$ cat src/amp_guard_consts.vh
/*
 * Constants of the class-D fault and protection supervisor: register
 * offsets, field positions, reset values and timing figures.
 * Assumes inclusion by bare name from the design files.
 */
`ifndef AMP_GUARD_CONSTS_VH
`define AMP_GUARD_CONSTS_VH

// ************************************************
// Register byte offsets
// ************************************************
`define REG_CTRL 8'h00
`define REG_STATUS 8'h04
`define REG_CHAN 8'h08

// ************************************************
// Control fields
// ************************************************
`define CTRL_MODE_LSB 0
`define CTRL_ALT_MOD_BIT 2
`define CTRL_RESET_VAL 2'h1
`define MODE_SINGLE 2'h0
`define MODE_BRIDGED 2'h1
`define MODE_MIXED 2'h2
`define MODE_PARALLEL 2'h3

// ************************************************
// Status fields
// ************************************************
`define ST_UNDERVOLT_BIT 0
`define ST_POR_BIT 1
`define ST_THERMAL_BIT 2
`define ST_OVERLOAD_BIT 3
`define ST_WARN_BIT 4
`define ST_SAT_BIT 5
`define ST_RESET_IN_BIT 6
`define ST_CFG_REJECT_BIT 7
`define ST_SHUTDOWN_PIN_BIT 8
`define ST_WARN_PIN_BIT 9
`define ST_SAT_PIN_BIT 10

// ************************************************
// AXI responses
// ************************************************
`define RESP_OKAY 2'h0
`define RESP_SLVERR 2'h2

// ************************************************
// Timing
// ************************************************
`define CLK_FREQ_MHZ 50
`define OVERLOAD_TIME_US 2600
`define OVERLOAD_CYCLES (`OVERLOAD_TIME_US * `CLK_FREQ_MHZ)
`define STUCK_TIME_US 20
`define STUCK_CYCLES (`STUCK_TIME_US * `CLK_FREQ_MHZ)

`endif

$ cat src/bridge_channel_guard.v
/*
 * One half-bridge channel: drive of its high and low side, current
 * limiting, overload latch, bootstrap guard and missing PWM detection.
 * Assumes synchronised inputs on core_clk and a parent that permits run.
 */
`timescale 1ns/100ps
`default_nettype none

module bridge_channel_guard #(
   parameter TRIP_CYCLES = 130000,
   parameter STUCK_CYCLES = 1000,
   parameter CNT_W = 18
) (
   // Clock and reset
   input wire core_clk,
   input wire nrst,
   input wire ce,
   // Conditions
   input wire pwm,
   input wire oc,
   input wire boot_low,
   input wire oc_latch_mode,
   input wire clear,
   input wire run,
   // Results
   output reg hs_on_q,
   output reg ls_on_q,
   output reg stuck_q,
   output reg overload_q,
   output reg limiting_q
);

   reg pwm_prev_q;
   reg [CNT_W-1:0] oc_cnt_q;
   reg [CNT_W-1:0] idle_cnt_q;
   wire off;
   wire flip;

   assign off = ~run | overload_q | stuck_q;
   assign flip = oc & ~oc_latch_mode;

   // ************************************************
   // Overload latch and missing PWM watch
   // ************************************************
   always @(posedge core_clk or negedge nrst) begin
      if (!nrst) begin
         pwm_prev_q <= 1'b0;
         oc_cnt_q <= {CNT_W{1'b0}};
         idle_cnt_q <= {CNT_W{1'b0}};
         stuck_q <= 1'b0;
         overload_q <= 1'b0;
         limiting_q <= 1'b0;
      end else if (ce) begin
         pwm_prev_q <= pwm;
         limiting_q <= flip & run;
         // Latch until cleared, the set holds past a self-clearing end
         if (clear)
            overload_q <= 1'b0;
         else if (run & oc & oc_latch_mode)
            overload_q <= 1'b1;
         else if (run & flip & (oc_cnt_q >= TRIP_CYCLES[CNT_W-1:0] - 1'b1))
            overload_q <= 1'b1;
         if (flip & run & (oc_cnt_q != {CNT_W{1'b1}}))
            oc_cnt_q <= oc_cnt_q + 1'b1;
         else if (~flip)
            oc_cnt_q <= {CNT_W{1'b0}};
         // Stuck input resumes on its own once edges return
         if (pwm != pwm_prev_q) begin
            idle_cnt_q <= {CNT_W{1'b0}};
            stuck_q <= 1'b0;
         end else if (idle_cnt_q >= STUCK_CYCLES[CNT_W-1:0] - 1'b1) begin
            stuck_q <= 1'b1;
         end else begin
            idle_cnt_q <= idle_cnt_q + 1'b1;
         end
      end
   end

   // ************************************************
   // Bridge drive
   // ************************************************
   always @(posedge core_clk or negedge nrst) begin
      if (!nrst) begin
         hs_on_q <= 1'b0;
         ls_on_q <= 1'b0;
      end else if (ce) begin
         if (off) begin
            hs_on_q <= 1'b0;
            ls_on_q <= 1'b0;
         end else begin
            // Inverted path; limiting swaps the high and low side drive while oc is seen with oc_latch_mode low
            hs_on_q <= (flip ? pwm : ~pwm) & ~boot_low;
            ls_on_q <= flip ? ~pwm : pwm;
         end
      end
   end

endmodule // bridge_channel_guard

`default_nettype wire

$ cat src/amp_fault_protection_supervisor.v
/*
 * Fault and protection supervisor of a four half-bridge class-D stage,
 * with an AXI4-Lite register slave, status pins and bridge drive.
 * Assumes a single 50 MHz clock; every pin input is asynchronous.
 */
// The AXI4-Lite slave port and the placing of the registers were decided locally.
`timescale 1ns/100ps
`default_nettype none
`include "amp_guard_consts.vh"

module amp_fault_protection_supervisor #(
   parameter NCH = 4,
   parameter TRIP_CYCLES = `OVERLOAD_CYCLES,
   parameter STUCK_CYCLES = `STUCK_CYCLES,
   parameter CNT_W = 18
) (
   // Clock, reset, enable
   input wire core_clk,
   input wire nrst,
   input wire ce,
   // AXI4-Lite write
   input wire [7:0] s_axi_awaddr,
   input wire s_axi_awvalid,
   output reg s_axi_awready,
   input wire [31:0] s_axi_wdata,
   input wire [3:0] s_axi_wstrb,
   input wire s_axi_wvalid,
   output reg s_axi_wready,
   output reg [1:0] s_axi_bresp,
   output reg s_axi_bvalid,
   input wire s_axi_bready,
   // AXI4-Lite read
   input wire [7:0] s_axi_araddr,
   input wire s_axi_arvalid,
   output reg s_axi_arready,
   output reg [31:0] s_axi_rdata,
   output reg [1:0] s_axi_rresp,
   output reg s_axi_rvalid,
   input wire s_axi_rready,
   // Device reset pin and supply monitors
   input wire amp_reset_n,
   input wire [3:0] supply_low_guard,
   input wire logic_supply_low,
   // Thermal sensing
   input wire temp_warn_hot,
   input wire temp_trip_hot,
   // Per channel sensing
   input wire [NCH-1:0] pwm_in,
   input wire [NCH-1:0] oc_detect,
   input wire [NCH-1:0] bootstrap_supply_low,
   input wire [NCH-1:0] loop_saturated,
   input wire oc_latch_strap,
   // Bridge drive
   output wire [NCH-1:0] hs_on,
   output wire [NCH-1:0] ls_on,
   output reg [NCH-1:0] pulldown_en,
   // Open-drain status pins
   input wire shutdown_flag_n_i,
   output reg shutdown_flag_n_o,
   output reg shutdown_flag_n_oe,
   input wire overtemp_warning_n_i,
   output reg overtemp_warning_n_o,
   output reg overtemp_warning_n_oe,
   input wire saturation_flag_n_i,
   output reg saturation_flag_n_o,
   output reg saturation_flag_n_oe
);

   localparam SW = 4 * NCH + 12;

   // ************************************************
   // Input synchronisers
   // ************************************************
   wire [SW-1:0] async_in;
   reg [SW-1:0] sync1_q;
   reg [SW-1:0] sync2_q;

   assign async_in = {saturation_flag_n_i, overtemp_warning_n_i, shutdown_flag_n_i,
                      oc_latch_strap, loop_saturated, bootstrap_supply_low, oc_detect,
                      pwm_in, temp_trip_hot, temp_warn_hot, logic_supply_low,
                      supply_low_guard, amp_reset_n};

   // Two stages on every pin input
   always @(posedge core_clk or negedge nrst) begin
      if (!nrst) begin
         sync1_q <= {SW{1'b0}};
         sync2_q <= {SW{1'b0}};
      end else if (ce) begin
         sync1_q <= async_in;
         sync2_q <= sync1_q;
      end
   end

   wire rst_pin;
   wire supply_low;
   wire por_low;
   wire warn_hot;
   wire trip_hot;
   wire [NCH-1:0] pwm_s;
   wire [NCH-1:0] oc_s;
   wire [NCH-1:0] boot_s;
   wire [NCH-1:0] sat_s;
   wire strap_s;
   wire [2:0] pin_lvl;

   assign rst_pin = sync2_q[0];
   assign supply_low = |sync2_q[4:1];
   assign por_low = sync2_q[5];
   assign warn_hot = sync2_q[6];
   assign trip_hot = sync2_q[7];
   assign pwm_s = sync2_q[8 +: NCH];
   assign oc_s = sync2_q[8 + NCH +: NCH];
   assign boot_s = sync2_q[8 + 2 * NCH +: NCH];
   assign sat_s = sync2_q[8 + 3 * NCH +: NCH];
   assign strap_s = sync2_q[8 + 4 * NCH];
   assign pin_lvl = sync2_q[SW-1 -: 3];

   // ************************************************
   // Control register and global fault state
   // ************************************************
   reg [1:0] out_mode_q;
   reg alt_mod_q;
   reg cfg_reject_q;
   reg thermal_trip_q;
   reg run_q;
   reg rst_pin_q;
   wire [NCH-1:0] stuck;
   wire [NCH-1:0] overload;
   wire [NCH-1:0] limiting;
   wire all_stuck;
   wire any_overload;
   wire self_clear_fault;
   wire latched_fault;
   wire chan_clear;
   wire run;

   assign all_stuck = &stuck;
   assign any_overload = |overload;
   // Self-clearing supply faults kept apart from latched ones
   assign self_clear_fault = supply_low | por_low;
   assign latched_fault = thermal_trip_q | any_overload;
   assign chan_clear = ~rst_pin | por_low;
   assign run = run_q & ~self_clear_fault & ~thermal_trip_q & ~all_stuck;

   // Thermal latch and run state from reset pin edges
   always @(posedge core_clk or negedge nrst) begin
      if (!nrst) begin
         thermal_trip_q <= 1'b0;
         run_q <= 1'b0;
         rst_pin_q <= 1'b0;
      end else if (ce) begin
         rst_pin_q <= rst_pin;
         if (~rst_pin)
            thermal_trip_q <= 1'b0;
         else if (trip_hot)
            thermal_trip_q <= 1'b1;
         if (~rst_pin)
            run_q <= 1'b0;
         else if (~rst_pin_q)
            run_q <= 1'b1;
      end
   end

   // ************************************************
   // Per channel guards
   // ************************************************
   genvar g;
   generate
      for (g = 0; g < NCH; g = g + 1) begin : chan
         bridge_channel_guard #(
            .TRIP_CYCLES(TRIP_CYCLES),
            .STUCK_CYCLES(STUCK_CYCLES),
            .CNT_W(CNT_W)
         ) u_guard (
            .core_clk(core_clk),
            .nrst(nrst),
            .ce(ce),
            .pwm(pwm_s[g]),
            .oc(oc_s[g]),
            .boot_low(boot_s[g]),
            .oc_latch_mode(strap_s),
            .clear(chan_clear),
            .run(run),
            .hs_on_q(hs_on[g]),
            .ls_on_q(ls_on[g]),
            .stuck_q(stuck[g]),
            .overload_q(overload[g]),
            .limiting_q(limiting[g])
         );
      end
   endgenerate

   // ************************************************
   // Status pins and pull-down
   // ************************************************
   wire flag_fault;
   wire flag_sat;

   assign flag_fault = rst_pin & (self_clear_fault | latched_fault);
   assign flag_sat = run & (|sat_s);

   // Open-drain drive: enable pulls low, released pin reads high
   always @(posedge core_clk or negedge nrst) begin
      if (!nrst) begin
         shutdown_flag_n_o <= 1'b1;
         shutdown_flag_n_oe <= 1'b0;
         overtemp_warning_n_o <= 1'b1;
         overtemp_warning_n_oe <= 1'b0;
         saturation_flag_n_o <= 1'b1;
         saturation_flag_n_oe <= 1'b0;
         pulldown_en <= {NCH{1'b0}};
      end else if (ce) begin
         shutdown_flag_n_o <= ~flag_fault;
         shutdown_flag_n_oe <= flag_fault;
         overtemp_warning_n_o <= ~warn_hot;
         overtemp_warning_n_oe <= warn_hot;
         saturation_flag_n_o <= ~flag_sat;
         saturation_flag_n_oe <= flag_sat;
         // Weak pull-down charges bootstrap caps while held in reset, in every mode but MODE_SINGLE
         pulldown_en <= {NCH{~rst_pin & (out_mode_q != `MODE_SINGLE)}};
      end
   end

   // ************************************************
   // AXI4-Lite write channel
   // ************************************************
   reg aw_have_q;
   reg w_have_q;
   reg [7:0] aw_addr_q;
   reg [31:0] w_data_q;
   reg [3:0] w_strb_q;
   wire do_write;
   wire [1:0] new_mode;
   wire new_alt;
   wire cfg_ok;

   assign do_write = aw_have_q & w_have_q & ~s_axi_bvalid;
   assign new_mode = w_data_q[`CTRL_MODE_LSB +: 2];
   assign new_alt = w_data_q[`CTRL_ALT_MOD_BIT];
   assign cfg_ok = ~new_alt | (new_mode == `MODE_BRIDGED) |
                   (new_mode == `MODE_PARALLEL);

   // Address and data taken in either order, answer after both
   always @(posedge core_clk or negedge nrst) begin
      if (!nrst) begin
         s_axi_awready <= 1'b1;
         s_axi_wready <= 1'b1;
         s_axi_bvalid <= 1'b0;
         s_axi_bresp <= `RESP_OKAY;
         aw_have_q <= 1'b0;
         w_have_q <= 1'b0;
         aw_addr_q <= 8'h00;
         w_data_q <= 32'h0000_0000;
         w_strb_q <= 4'h0;
         out_mode_q <= `CTRL_RESET_VAL;
         alt_mod_q <= 1'b0;
         cfg_reject_q <= 1'b0;
      end else if (ce) begin
         if (s_axi_awvalid & s_axi_awready) begin
            aw_have_q <= 1'b1;
            aw_addr_q <= s_axi_awaddr;
            s_axi_awready <= 1'b0;
         end
         if (s_axi_wvalid & s_axi_wready) begin
            w_have_q <= 1'b1;
            w_data_q <= s_axi_wdata;
            w_strb_q <= s_axi_wstrb;
            s_axi_wready <= 1'b0;
         end
         if (do_write) begin
            aw_have_q <= 1'b0;
            w_have_q <= 1'b0;
            s_axi_bvalid <= 1'b1;
            s_axi_bresp <= `RESP_OKAY;
            case (aw_addr_q[7:2])
               (`REG_CTRL >> 2): begin
                  if (w_strb_q[0] & cfg_ok) begin
                     out_mode_q <= new_mode;
                     alt_mod_q <= new_alt;
                  end
               end
               (`REG_STATUS >> 2): begin
               end
               (`REG_CHAN >> 2): begin
               end
               default: begin
                  s_axi_bresp <= `RESP_SLVERR;
               end
            endcase
         end
         // Rejected mode sticks; a new rejection beats the clear
         if (do_write & (aw_addr_q[7:2] == (`REG_CTRL >> 2)) & w_strb_q[0] & ~cfg_ok)
            cfg_reject_q <= 1'b1;
         else if (do_write & (aw_addr_q[7:2] == (`REG_STATUS >> 2)) & w_strb_q[0] &
                  w_data_q[`ST_CFG_REJECT_BIT])
            cfg_reject_q <= 1'b0;
         if (s_axi_bvalid & s_axi_bready) begin
            s_axi_bvalid <= 1'b0;
            s_axi_awready <= 1'b1;
            s_axi_wready <= 1'b1;
         end
      end
   end

   // ************************************************
   // AXI4-Lite read channel
   // ************************************************
   reg [31:0] rd_mux;

   // Register read mux
   always @* begin
      rd_mux = 32'h0000_0000;
      case (s_axi_araddr[7:2])
         (`REG_CTRL >> 2): begin
            rd_mux[`CTRL_MODE_LSB +: 2] = out_mode_q;
            rd_mux[`CTRL_ALT_MOD_BIT] = alt_mod_q;
         end
         (`REG_STATUS >> 2): begin
            rd_mux[`ST_UNDERVOLT_BIT] = supply_low;
            rd_mux[`ST_POR_BIT] = por_low;
            rd_mux[`ST_THERMAL_BIT] = thermal_trip_q;
            rd_mux[`ST_OVERLOAD_BIT] = any_overload;
            rd_mux[`ST_WARN_BIT] = warn_hot;
            rd_mux[`ST_SAT_BIT] = |sat_s;
            rd_mux[`ST_RESET_IN_BIT] = rst_pin;
            rd_mux[`ST_CFG_REJECT_BIT] = cfg_reject_q;
            rd_mux[`ST_SHUTDOWN_PIN_BIT +: 3] = pin_lvl;
         end
         (`REG_CHAN >> 2): begin
            rd_mux[4 * NCH - 1:0] = {boot_s, limiting, stuck, overload};
         end
         default: begin
            rd_mux = 32'h0000_0000;
         end
      endcase
   end

   // One-cycle read answer held until taken
   always @(posedge core_clk or negedge nrst) begin
      if (!nrst) begin
         s_axi_arready <= 1'b1;
         s_axi_rvalid <= 1'b0;
         s_axi_rdata <= 32'h0000_0000;
         s_axi_rresp <= `RESP_OKAY;
      end else if (ce) begin
         if (s_axi_arvalid & s_axi_arready) begin
            s_axi_arready <= 1'b0;
            s_axi_rvalid <= 1'b1;
            s_axi_rdata <= rd_mux;
            if (s_axi_araddr[7:2] > (`REG_CHAN >> 2))
               s_axi_rresp <= `RESP_SLVERR;
            else
               s_axi_rresp <= `RESP_OKAY;
         end else if (s_axi_rvalid & s_axi_rready) begin
            s_axi_rvalid <= 1'b0;
            s_axi_arready <= 1'b1;
         end
      end
   end

endmodule // amp_fault_protection_supervisor

`default_nettype wire

$ cat config.mk
export PLATFORM = sky130hd
export DESIGN_NAME = amp_fault_protection_supervisor
export DESIGN_NICKNAME = d
export VERILOG_FILES = /design/src/bridge_channel_guard.v /design/src/amp_fault_protection_supervisor.v
export VERILOG_INCLUDE_DIRS = /design/src
export SDC_FILE = /design/constraint.sdc
export NUM_CORES = 1
export LEC_CHECK = 0
export ABC_AREA = 1
export BUFFER_PORTS_ARGS = -buffer_cell sky130_fd_sc_hd__buf_4
export CORE_AREA = 3 3 125 187
export CTS_BUF_LIST = sky130_fd_sc_hd__clkbuf_8
export DETAILED_ROUTE_END_ITERATION = 7
export DIE_AREA = 0 0 128 190
export HOLD_SLACK_MARGIN = 0.12
export PLACE_DENSITY = 0.89
export SKIP_CTS_REPAIR_TIMING = 1
export SLEW_MARGIN = 20
export SYNTH_ARGS = -nofsm -noshare
export SYNTH_HDL_FRONTEND = slang
export SYNTH_HIERARCHICAL = 1
export SYNTH_SLANG_ARGS = --single-unit
$ cat constraint.sdc
create_clock -name core_clk -period 4.8 [get_ports core_clk]
set_clock_uncertainty 0.1 [all_clocks]
set_input_delay 0.24 -clock core_clk [delete_from_list [all_inputs] [get_ports core_clk]]
set_output_delay 0.24 -clock core_clk [all_outputs]
set_load 0.02 [all_outputs]
### Word level (Yosys, flattened, before mapping)

Index checks and enable logic that the tools add are counted.
W data, S select, Z words.

| storage, ports and cells | value |
|---|---|
| register bits after elaboration | 282 |
| latch bits | 0 |
| bits in writable memories | 0 |
| memory bits (read-only) | 0 |
| input port bits | 88 |
| output and inout port bits | 59 |
| logic and storage cells | 313 |
| memories | 0 |

| operators by class | value |
|---|---|
| add/subtract/negate cells | 8 |
| multipliers | 0 |
| div/mod/pow operators | 0 |
| magnitude comparators | 9 |
| equal/unequal tests | 24 |
| shift-type cells | 0 |
| muxes and demuxes | 77 |
| bitwise gates (word level) | 82 |
| reduce and logical (&&, ||, !) cells | 53 |

Operators by type and width:

| operator | number |
|---|---|
| $mux W18 | 16 |
| $add A18 B1 Y18 const B | 8 |
| $ge A18 B10 Y1 const B | 4 |
| $ge A18 B17 Y1 const B | 4 |
| $ne A18 B18 Y1 const B | 4 |
| $reduce_and A2 Y1 | 29 |
| $mux W1 | 56 |
| $and A1 B1 Y1 | 48 |
| $reduce_bool A2 Y1 | 12 |
| $not A1 Y1 | 20 |
| $pmux W8 S2 | 1 |
| $or A1 B1 Y1 | 14 |
| $eq A6 B1 Y1 const B | 2 |
| $eq A6 B2 Y1 const B | 2 |
| $logic_not A6 Y1 | 2 |
| $reduce_bool A3 Y1 | 4 |
| $reduce_or A4 Y1 | 3 |
| $ne A2 B1 Y1 const B | 5 |
| $ne A2 B2 Y1 const B | 5 |
| $pmux W3 S3 | 1 |
| $reduce_and A4 Y1 | 2 |
| $gt A6 B2 Y1 const B | 1 |
| $mux W5 | 1 |
| $mux W2 | 2 |
| 4 further kinds | 7 |

### Depth between registers and ports, before layout

Gate-level depths: netlist (run 1).

| logic depth | value |
|---|---|
| depth after elaboration | 11 |
| gate-level depth with buffers | 12 |
| gate-level depth less buffers | 11 |

### Hierarchy

The synthesis (run 1) kept the hierarchy.

Modules (own cells, without submodules):

| module | times used | cells each | area an instance (µm²) | sequential area each (µm²) |
|---|---|---|---|---|
| bridge_channel_guard at chan[0].u_guard ... | 3 | 342 | 2433.6 | 1051.0 |
| amp_fault_protection_supervisor | 1 | 530 | 4611.9 | 2661.3 |
| bridge_channel_guard at chan[2].u_guard | 1 | 343 | 2442.3 | 1051.0 |

### Worst setup path after synthesis (run 1)

No wires, ideal clock.

| timing | value |
|---|---|
| kind | flip-flop to flip-flop |
| from | register sync2_q[2] |
| to | register chan[0].u_guard.oc_cnt_q[6] |
| arrival | 2109 ps |
| data required time | 4583 ps |
| slack | 2473 ps |
| cell stages (with the launch flop) | 12 |
| path through | dfrtp_1 > nor2_1 > nand2_1 > nor2_1 > inv_1 > nor3_1 > nand2_1 > nor2_1 > nand2_4 > buf_4 > nand3_1 > nand2_1 |

| on the way | value |
|---|---|
| longest elaborated chain between the ends | 10 |
| elaborated cells on any way between the ends | 11 |

RTL lines:

| element | RTL line | source |
|---|---|---|
| from (decl) | amp_fault_protection_supervisor.v:76 | `reg [SW-1:0] sync2_q;` |
| from (signal assigned) | amp_fault_protection_supervisor.v:87 | `sync2_q <= {SW{1'b0}};` |
| from (signal assigned) | amp_fault_protection_supervisor.v:90 | `sync2_q <= sync1_q;` |
| $reduce_or A4 Y1 (*) | amp_fault_protection_supervisor.v:107 | `assign supply_low = \|sync2_q[4:1];` |
| $or A1 B1 Y1 (*) | amp_fault_protection_supervisor.v:140 | `assign self_clear_fault = supply_low \| por_low;` |
| $not A1 Y1 (*) | amp_fault_protection_supervisor.v:143 | `assign run = run_q & ~self_clear_fault & ~thermal_trip_q & ~all_stuck;` |
| $and A1 B1 Y1 (*) (3 in series) | amp_fault_protection_supervisor.v:143 |  |
| named net run | amp_fault_protection_supervisor.v:135 | `wire run;` |
| $and A1 B1 Y1 (*) (2 in series) | bridge_channel_guard.v:63 | `if (flip & run & (oc_cnt_q != {CNT_W{1'b1}}))` |
| $ne A2 B2 Y1 (no source line) | -- |  |
| $reduce_and A2 Y1 (no source line) | -- |  |
| to (signal assigned) | bridge_channel_guard.v:48 | `oc_cnt_q <= {CNT_W{1'b0}};` |
| to (signal assigned) | bridge_channel_guard.v:64 | `oc_cnt_q <= oc_cnt_q + 1'b1;` |
| to (signal assigned) | bridge_channel_guard.v:66 | `oc_cnt_q <= {CNT_W{1'b0}};` |
| to (decl) | bridge_channel_guard.v:34 | `reg [CNT_W-1:0] oc_cnt_q;` |

Mark *: on every way through the listed nets, which the timed path passes. The rest lies on a longest branch.
A chain may end at the register's enable or synchronous reset.

### Worst setup path after layout (run 1)

| timing | value |
|---|---|
| from | input port ce |
| to | register w_data_q[1] |

| on the way | value |
|---|---|
| longest elaborated chain between the ends | 1 |

RTL lines:

| element | RTL line | source |
|---|---|---|
| from (decl) | amp_fault_protection_supervisor.v:20 | `input wire ce,` |
| $reduce_and A2 Y1 (no source line) | -- |  |
| to (signal assigned) | amp_fault_protection_supervisor.v:266 | `w_data_q <= s_axi_wdata;` |
| to (decl) | amp_fault_protection_supervisor.v:230 | `reg [31:0] w_data_q;` |

No other way between the ends.

==> results of run 1 <==
## worst reg2reg max path, stage by stage (launching register included)
cell and delay [ns]:
sky130_fd_sc_hd__dfrtp_1 0.44, sky130_fd_sc_hd__nor2_1 0.15, sky130_fd_sc_hd__nand2_1 0.13, sky130_fd_sc_hd__nor2_1 0.15, sky130_fd_sc_hd__inv_1 0.11, sky130_fd_sc_hd__nor3_1 0.34, sky130_fd_sc_hd__buf_4 0.31, sky130_fd_sc_hd__nand2_1 0.14
sky130_fd_sc_hd__nor2_1 0.26, sky130_fd_sc_hd__nand2_4 0.22, sky130_fd_sc_hd__nand2_4 0.24, sky130_fd_sc_hd__nand3_1 0.11, sky130_fd_sc_hd__nand2_1 0.12
## cell usage in the layout, fill, tap and decap left out, types with 2 or more instances in the layout
master / n
sky130_fd_sc_hd__conb_1: 18
sky130_fd_sc_hd__ha_1: 8
sky130_fd_sc_hd__o31ai_1: 4
sky130_fd_sc_hd__dlygate4sd3_1: 76
sky130_fd_sc_hd__a21boi_0: 4
sky130_fd_sc_hd__o21ai_0: 93
sky130_fd_sc_hd__a21o_1: 4
sky130_fd_sc_hd__nor3_1: 9
sky130_fd_sc_hd__clkbuf_8: 52
sky130_fd_sc_hd__nand2_1: 629
sky130_fd_sc_hd__nand3_2: 7
sky130_fd_sc_hd__inv_1: 188
sky130_fd_sc_hd__o21a_1: 2
sky130_fd_sc_hd__nand4_1: 23
sky130_fd_sc_hd__or2_2: 2
sky130_fd_sc_hd__inv_2: 8
sky130_fd_sc_hd__xnor2_1: 11
sky130_fd_sc_hd__nor2_2: 19
sky130_fd_sc_hd__nor2_1: 260
sky130_fd_sc_hd__clkinv_2: 9
sky130_fd_sc_hd__bufinv_16: 6
sky130_fd_sc_hd__nor2_4: 2
sky130_fd_sc_hd__nor3b_1: 4
sky130_fd_sc_hd__nand2_2: 13
sky130_fd_sc_hd__a21oi_1: 15
sky130_fd_sc_hd__xor2_1: 68
sky130_fd_sc_hd__nand2_4: 9
sky130_fd_sc_hd__dfstp_2: 7
sky130_fd_sc_hd__buf_4: 101
sky130_fd_sc_hd__dfrtp_1: 267
sky130_fd_sc_hd__nand3_1: 180
## metal layers
layer	part of all wire [%]	GRT usage, %	up-vias
met2	50	50.30	931
met4	7.7	10.42	0
li1	-	-	6251
met3	7.9	3.483	318
met1	34	33.69	6501
met5	0	0	-
## kinds of logic (layout without fill, tap and decap cells)
group | Yosys count | after routing | share of synthesized area, %
AOI/OAI and AO/OA | 123 | 123 | 4.532
xor gates and xnor gates | 79 | 79 | 4.820
adders and majority gates | 8 | 8 | 0.6973
buffers and inverters | 254 | 444 | 7.914
DFF | 274 | 274 | 47.83
other | 1 | 18 | 0.02612
and+or+nand+nor | 1160 | 1160 | 34.18
## flip-flops by register name (all words and copies together) (netlist names), 2 cells and up
name / count
s_axi_rdata: 16
chan.u_guard/hs_on_q: 4
chan.u_guard/oc_cnt_q: 72
chan.u_guard/idle_cnt_q: 72
chan.u_guard/ls_on_q: 4
chan.u_guard/limiting_q: 4
aw_addr_q: 6
out_mode_q: 2
sync1_q: 28
chan.u_guard/overload_q: 4
chan.u_guard/stuck_q: 4
sync2_q: 28
chan.u_guard/pwm_prev_q: 4
w_data_q: 4
## per-stage QoR
stage,area [sq um],power [mW],util (%),hold WS (ns),setup slack (ns)
2_1_floorplan,14420,3.156,-,-0.1556,2.473
3_3_place_gp,15130,3.393,69.40,0.1850,2.515
3_5_place_dp,15130,3.442,69.40,0.1906,2.430
4_1_cts,16120,5.693,73.93,-0.3972,2.287
5_1_grt,16880,6.127,77.42,0.2136,1.547
6_report,16880,5.955,77.42,0.1351,1.573
## area by class of cell
cell class                 instances  area, sq um
tap                              272        340.3
timing repair buffer             179         1554
sequential                       274         6865
multi-input combinational       1388         6417
inverter                         190        713.2
clock inverter                    23        271.5
clock buffer                      52        715.7
fill                            1333         4923
## where the power goes
part           internal (mW)  switching, mW  total (mW)  leakage (nW)
clock                   1.31           1.00        2.31         0.533
combinational          0.340          0.601       0.941          4.19
sequential              2.51          0.185        2.70          3.66
total                   4.17           1.79        5.95          8.38
## worst max-delay path by stage
stage                     from                            to  slack [ns]  cells past startpoint
floorplan           sync2_q[2]   chan[0].u_guard/oc_cnt_q[6]        2.47                     11
global placement    sync2_q[1]   chan[0].u_guard/oc_cnt_q[6]        2.52                     12
detailed placement  sync2_q[1]  chan[0].u_guard/oc_cnt_q[15]        2.43                     12
CTS                 sync2_q[1]  chan[3].u_guard/oc_cnt_q[16]        2.29                     12
global route                ce                   w_data_q[1]        1.55                      9
finish                      ce                   w_data_q[1]        1.57                      9
==> qor.txt, run 1 <==
Area contributors post-synth - sky130_fd_sc_hd__dfrtp_1 (47%), sky130_fd_sc_hd__nand2_1 (16%), sky130_fd_sc_hd__nor2_1 (6.8%), sky130_fd_sc_hd__nand3_1 (6.3%), sky130_fd_sc_hd__inv_1 (4.8%)
effective utilization at floorplan - 65.85%
RR Startpoint - sync2_q[2]
DRC marker count from the first detailed-route iteration - 1,539
clock tree from TritonCTS - built
setup repair after global routing missed its margin - no
via count of the first global-routing pass - 12,442
slowest stage delay, CP - 0.63 ns
number of buffers on the longest clock path - 3
core area - 21,800 sq um
Worst setup EP type - flip-flop
total of flip-flops plus latches after synthesis - 274
average cell area after synthesis - 7.559 sq um
Max-slew headroom - 43.49%
DIE WIDTH - 128 um
initial antenna violation count - 0
Detailed Route WL - 41,860 um
H-tree depth reported by CTS - 2
share of the synthesized area in the top cell type - 46.54%
remaining design rule violation count - 0
I/O Buffers - 93
drt pass-1 iters - 8
clock root buffer master - sky130_fd_sc_hd__clkbuf_8
detailed placement HPWL - 22,650 um
top cells by instance count after synthesis - sky130_fd_sc_hd__nand2_1 (629), sky130_fd_sc_hd__dfrtp_1 (267), sky130_fd_sc_hd__nor2_1 (260), sky130_fd_sc_hd__inv_1 (182), sky130_fd_sc_hd__nand3_1 (180)
fraction of the yosys area taken by sequential cells - 47.83%
via count - 14,001
overall die area - 24,320 sq um
run status - finished, final reports clean
Slew Viols, Final - 0
number of cells after detailed placement - 2,227
number of nets still failing antenna checks after routing - 0
clock buffers created by TritonCTS - 41
worst min-delay path category - input pin to async pin
wire length of the first global-routing pass - 56,390 um
synthesis-to-layout area growth - 17.57%
max-cap violations - 0
most repeated cell in the gate-level netlist after synthesis - sky130_fd_sc_hd__nand2_1
total number of nets in the final design - 2,170
cell family with the largest share of critical-path delay - buffers and inverters
cell occurring most often along the worst timing path - sky130_fd_sc_hd__dlygate4sd3_1
final worst path period need - 3.227 ns
CTS sink count - 274
dominant cell type by area after synthesis - sky130_fd_sc_hd__dfrtp_1
largest net degree at the start of global routing - 121
synthesized cell area - 14,360 sq um
slew at the pin closest to its max-slew limit - 0.8477 ns
worst skew pair latency - 0.58 ns
r2r setup slk - 1.92 ns
overflow left after global routing - 0
number of enable flip-flop cells after synthesis - 0
aggregate negative setup slack - 0 ns
arrival time reported for the critical path endpoint - 3.62 ns
slowest library cell on the worst path - sky130_fd_sc_hd__buf_4
proportion of layout cells with a drive suffix above 1 - 11.44%
maximum fanout along the worst path - 64
per-cell via count in the routed design - 5.888
Diodes inserted - 0
total number of placement rows - 66
total buffers and inverters traversed by the critical path - 6
count of warnings emitted by yosys - 6
most frequently used flop master after synthesis - sky130_fd_sc_hd__dfrtp_1
clock-pin slew reported for the worst setup and hold paths after clock tree synthesis - 0.06 ns
maximum clock rate - 309.9 MHz
crit share post-route - 67.23%
overall track demand over capacity in global routing - 27.81%
per-cell routed wire length - 17.60 um
startpoint type of the worst setup path - input pin
y dimension of the die - 190 um
worst flop-to-flop path endpoint - chan[2].u_guard/oc_cnt_q[2]
R2R cell count - 12
Pwr per Cell Area - 352.8 nW/um^2
number of distinct library cell variants in the gate-level netlist after synthesis - 34
RePlAce Congestion - 0.9755
Max rail drop VDD - 367.9 uV
critical path required time - 5.20 ns
post-route non-filler standard cell count - 2,378
Hold Fails Final Rpt - 0
total leakage power - 8.382 nW
fraction of synthesis flops using an asynchronous set or reset pin - 100.0%
crit path cell chain - dlygate4sd3_1 > buf_4 > buf_4 > nand3_2 > inv_1 > nand2_1 > dlygate4sd3_1 > nand2_1 > dlygate4sd3_1
category of the most critical setup path - input pin to flip-flop
Post-Synthesis Cells - 1,899
I/O pin cnt - 147
endpoints failing setup - 0
(Power assumes the default switching activity.)
==> run 2, diff against run 1 <==
--- a/config.mk
+++ b/config.mk
@@ -6,14 +6,14 @@
 export SDC_FILE = /design/constraint.sdc
 export NUM_CORES = 1
 export LEC_CHECK = 0
-export ABC_AREA = 1
+export ABC_AREA = 0
 export BUFFER_PORTS_ARGS = -buffer_cell sky130_fd_sc_hd__buf_4
-export CORE_AREA = 3 3 125 187
+export CORE_AREA = 3 3 127 190
 export CTS_BUF_LIST = sky130_fd_sc_hd__clkbuf_8
 export DETAILED_ROUTE_END_ITERATION = 7
-export DIE_AREA = 0 0 128 190
+export DIE_AREA = 0 0 130 193
 export HOLD_SLACK_MARGIN = 0.12
-export PLACE_DENSITY = 0.89
+export PLACE_DENSITY = 0.83
 export SKIP_CTS_REPAIR_TIMING = 1
 export SLEW_MARGIN = 20
 export SYNTH_ARGS = -nofsm -noshare
==> constraint.sdc (replaced) <==
create_clock -name core_clk -period 3.25 [get_ports core_clk]
set_clock_uncertainty 0.1 [all_clocks]
set_input_delay 0.1625 -clock core_clk [delete_from_list [all_inputs] [get_ports core_clk]]
set_output_delay 0.1625 -clock core_clk [all_outputs]
set_load 0.02 [all_outputs]
==> qor.txt, run 2 <==
clock root buffer master - sky130_fd_sc_hd__clkbuf_8 (unchanged)
per-cell via count in the routed design - 6.280 (was 5.888)
arrival time reported for the critical path endpoint - 3.47 ns (was 3.62 ns)
aggregate negative setup slack - 0 ns (unchanged)
number of distinct library cell variants in the gate-level netlist after synthesis - 82 (was 34)
Hold Fails Final Rpt - 0 (unchanged)
maximum fanout along the worst path - 33 (was 64)
synthesized cell area - 13,680 sq um (was 14,360 sq um)
Detailed Route WL - 32,750 um (was 41,860 um)
DIE WIDTH - 130 um (was 128 um)
core area - 22,550 sq um (was 21,800 sq um)
most repeated cell in the gate-level netlist after synthesis - sky130_fd_sc_hd__dfrtp_1 (was sky130_fd_sc_hd__nand2_1)
total of flip-flops plus latches after synthesis - 274 (unchanged)
overall track demand over capacity in global routing - 24.71% (was 27.81%)
endpoints failing setup - 0 (unchanged)
final worst setup slack - 0.1490 ns (was 1.573 ns)
Power Total - 8.142 mW (was 5.955 mW)
fraction of synthesis flops using an asynchronous set or reset pin - 100.0% (unchanged)
fraction of the yosys area taken by sequential cells - 50.20% (was 47.83%)
top cells by instance count after synthesis - sky130_fd_sc_hd__dfrtp_1 (267), sky130_fd_sc_hd__nand2_1 (122), sky130_fd_sc_hd__a21oi_1 (76), sky130_fd_sc_hd__mux2_2 (72), sky130_fd_sc_hd__mux2i_1 (46) (was sky130_fd_sc_hd__nand2_1 (629), sky130_fd_sc_hd__dfrtp_1 (267), sky130_fd_sc_hd__nor2_1 (260), sky130_fd_sc_hd__inv_1 (182), sky130_fd_sc_hd__nand3_1 (180))
overflow left after global routing - 0 (unchanged)
most used cells in the layout excluding fill and tap cells - sky130_fd_sc_hd__dfrtp_1 (267), sky130_fd_sc_hd__nand2_1 (122), sky130_fd_sc_hd__buf_4 (107), sky130_fd_sc_hd__a21oi_1 (76), sky130_fd_sc_hd__mux2_2 (72) (was sky130_fd_sc_hd__nand2_1 (629), sky130_fd_sc_hd__dfrtp_1 (267), sky130_fd_sc_hd__nor2_1 (260), sky130_fd_sc_hd__inv_1 (188), sky130_fd_sc_hd__nand3_1 (180))
via count of the first global-routing pass - 10,389 (was 12,442)
RePlAce Congestion - 0.8959 (was 0.9755)
drt pass-1 iters - 5 (was 8)
remaining design rule violation count - 0 (unchanged)
total buffers and inverters traversed by the critical path - 1 (was 6)
Max-slew headroom - 27.52% (was 43.49%)
wire length of the first global-routing pass - 50,920 um (was 56,390 um)
Final Hold Slack - 0.1188 ns (was 0.1351 ns)
Area contributors post-synth - sky130_fd_sc_hd__dfrtp_1 (49%), sky130_fd_sc_hd__mux2_2 (5.9%), sky130_fd_sc_hd__mux2i_1 (3.4%), sky130_fd_sc_hd__nand2_1 (3.3%), sky130_fd_sc_hd__a21oi_1 (2.8%) (was sky130_fd_sc_hd__dfrtp_1 (47%), sky130_fd_sc_hd__nand2_1 (16%), sky130_fd_sc_hd__nor2_1 (6.8%), sky130_fd_sc_hd__nand3_1 (6.3%), sky130_fd_sc_hd__inv_1 (4.8%))
Critical Path Stages - 8 (was 9)
I/O Buffers - 93 (unchanged)
detailed placement HPWL - 20,240 um (was 22,650 um)
final worst path period need - 3.101 ns
count of warnings emitted by yosys - 6 (unchanged)
number of nets still failing antenna checks after routing - 0 (unchanged)
maximum clock rate - 322.5 MHz
cell family with the largest share of critical-path delay - simple AND/OR/NAND/NOR gates (was buffers and inverters)
clock-pin slew reported for the worst setup and hold paths after clock tree synthesis - 0.07 ns (was 0.06 ns)
total leakage power - 7.051 nW (was 8.382 nW)
total number of placement rows - 67 (was 66)
y dimension of the die - 193 um (was 190 um)
I/O pin cnt - 147 (unchanged)
Post-Synthesis Cells - 1,255 (was 1,899)
max-cap violations - 0 (unchanged)
Worst setup EP type - flip-flop (unchanged)
clock buffers created by TritonCTS - 43 (was 41)
Reg area - 6865 sq um (unchanged)
most common cell after layout, fill and taps aside - sky130_fd_sc_hd__dfrtp_1 (was sky130_fd_sc_hd__nand2_1)
slew at the pin closest to its max-slew limit - 1.086 ns (was 0.8477 ns)
largest registers - chan.u_guard/idle_cnt_q: 72 flops, chan.u_guard/oc_cnt_q: 72 flops (unchanged)
area of the multi-input gates - 6200 sq um (was 6417 sq um)
via count - 10,732 (was 14,001)
H-tree depth reported by CTS - 2 (unchanged)
largest net degree at the start of global routing - 103 (was 121)
initial antenna violation count - 0 (unchanged)
worst min-delay path category - input pin to async pin (unchanged)
CTS sink count - 274 (unchanged)
run status - finished, final reports clean (unchanged)
Slew Viols, Final - 0 (unchanged)
number of buffers on the longest clock path - 3 (unchanged)
dominant cell type by area after synthesis - sky130_fd_sc_hd__dfrtp_1 (unchanged)
share of the synthesized area in the top cell type - 48.86% (was 46.54%)
overall die area - 25,090 sq um (was 24,320 sq um)
startpoint type of the worst setup path - flip-flop (was input pin)
filler cell count in the final layout - 1,504 (was 1,333)
number of enable flip-flop cells after synthesis - 0 (unchanged)
worst skew pair latency - 0.56 ns (was 0.58 ns)
synthesis-to-layout area growth - 16.43% (was 17.57%)
total number of nets in the final design - 1,495 (was 2,170)
dpl ws - 0.1206 ns (was 2.430 ns)
clock tree from TritonCTS - built (unchanged)
crit share post-route - 95.42%
R2R cell count - 8 (was 12)
average cell area after synthesis - 10.90 sq um (was 7.559 sq um)
Diodes inserted - 0 (unchanged)
effective utilization at floorplan - 60.64% (was 65.85%)
crit path cell chain - nor4_2 > nor3b_2 > and3_1 > buf_12 > nand4b_1 > or3_1 > nor4_1 > mux2i_1 (was dlygate4sd3_1 > buf_4 > buf_4 > nand3_2 > inv_1 > nand2_1 > dlygate4sd3_1 > nand2_1 > dlygate4sd3_1)
slowest stage delay, CP - 0.46 ns (was 0.63 ns)
most frequently used flop master after synthesis - sky130_fd_sc_hd__dfrtp_1 (unchanged)
slowest library cell on the worst path - sky130_fd_sc_hd__or3_1 (was sky130_fd_sc_hd__buf_4)
Pwr per Cell Area - 511.4 nW/um^2 (was 352.8 nW/um^2)
Max rail drop VDD - 538.8 uV (was 367.9 uV)
DRC marker count from the first detailed-route iteration - 858 (was 1,539)
category of the most critical setup path - flip-flop to flip-flop (was input pin to flip-flop)
critical path required time - 3.61 ns (was 5.20 ns)
setup repair after global routing missed its margin - no (unchanged)
proportion of layout cells with a drive suffix above 1 - 22.33% (was 11.44%)
per-cell routed wire length - 19.17 um (was 17.60 um)
[run 2: cells by family after synthesis]
| family | Yosys count | synth area share (%) |
|---|---|---|
| and+or+nand+nor | 460 | 20.65 |
| DFF | 274 | 50.20 |
| AOI/OAI and AO/OA | 259 | 13.46 |
| buffers and inverters | 126 | 5.014 |
| muxes | 119 | 9.405 |
| adders and majority gates | 8 | 0.7320 |
| xor gates and xnor gates | 8 | 0.5123 |
| other | 1 | 0.02742 |
[run 2: worst reg2reg max path: cells and delay by family (launching register included)]
kind                   cells  cell delay [ns]
DFF                        1             0.39
muxes                      1             0.24
buffers and inverters      1             0.20
and+or+nand+nor            6             2.08
[run 2: power by group]
group          internal, mW  switching, mW  leakage, nW
sequential             3.70          0.287         3.61
combinational         0.516          0.593         2.93
clock                  1.63           1.42        0.508
total                  5.84           2.30         7.05
[run 2: area by class of cell]
| class | count | share of cell area, % |
|---|---|---|
| clock buffers | 59 | 5.100 |
| repair buffers | 170 | 9.170 |
| flip-flops and latches | 274 | 43.12 |
| well taps | 276 | 2.169 |
| multi-input cells | 872 | 38.94 |
| clock inverters | 20 | 0.6129 |
| inverters | 38 | 0.8958 |
[run 2: routing by layer]
| metal | GRT usage, % | share of wire, % |
|---|---|---|
| met1 | 30.71 | 39 |
| met2 | 43.29 | 52 |
| met3 | 4.190 | 5.8 |
| met4 | 9.000 | 3.5 |
| met5 | 0 | 0 |
[run 2: path summary, 6_finish.rpt]
check | startpoint | to | slack [ns]
setup / recovery | sync2_q[2] | chan[1].u_guard/oc_cnt_q[14] | 0.15
hold / removal | nrst | chan[3].u_guard/idle_cnt_q[16] | 0.12
setup reg to reg | sync2_q[2] | chan[1].u_guard/oc_cnt_q[14] | 0.15
hold reg to reg | chan[2].u_guard/idle_cnt_q[9] | chan[2].u_guard/idle_cnt_q[9] | 0.38
max in group asynchronous | nrst | chan[0].u_guard/idle_cnt_q[9] | 1.98
min in group core_clk | s_axi_araddr[7] | s_axi_rdata[6] | 0.12
[run 2: stage by stage]
stage	util, %	cell area [sq um]	instances
final	70.61	15920	1709
after global routing	70.61	15920	1709
after floorplan	-	13740	1272
after global placement	63.91	14410	1571
after detailed placement	63.91	14410	1571
after CTS	67.94	15320	1650
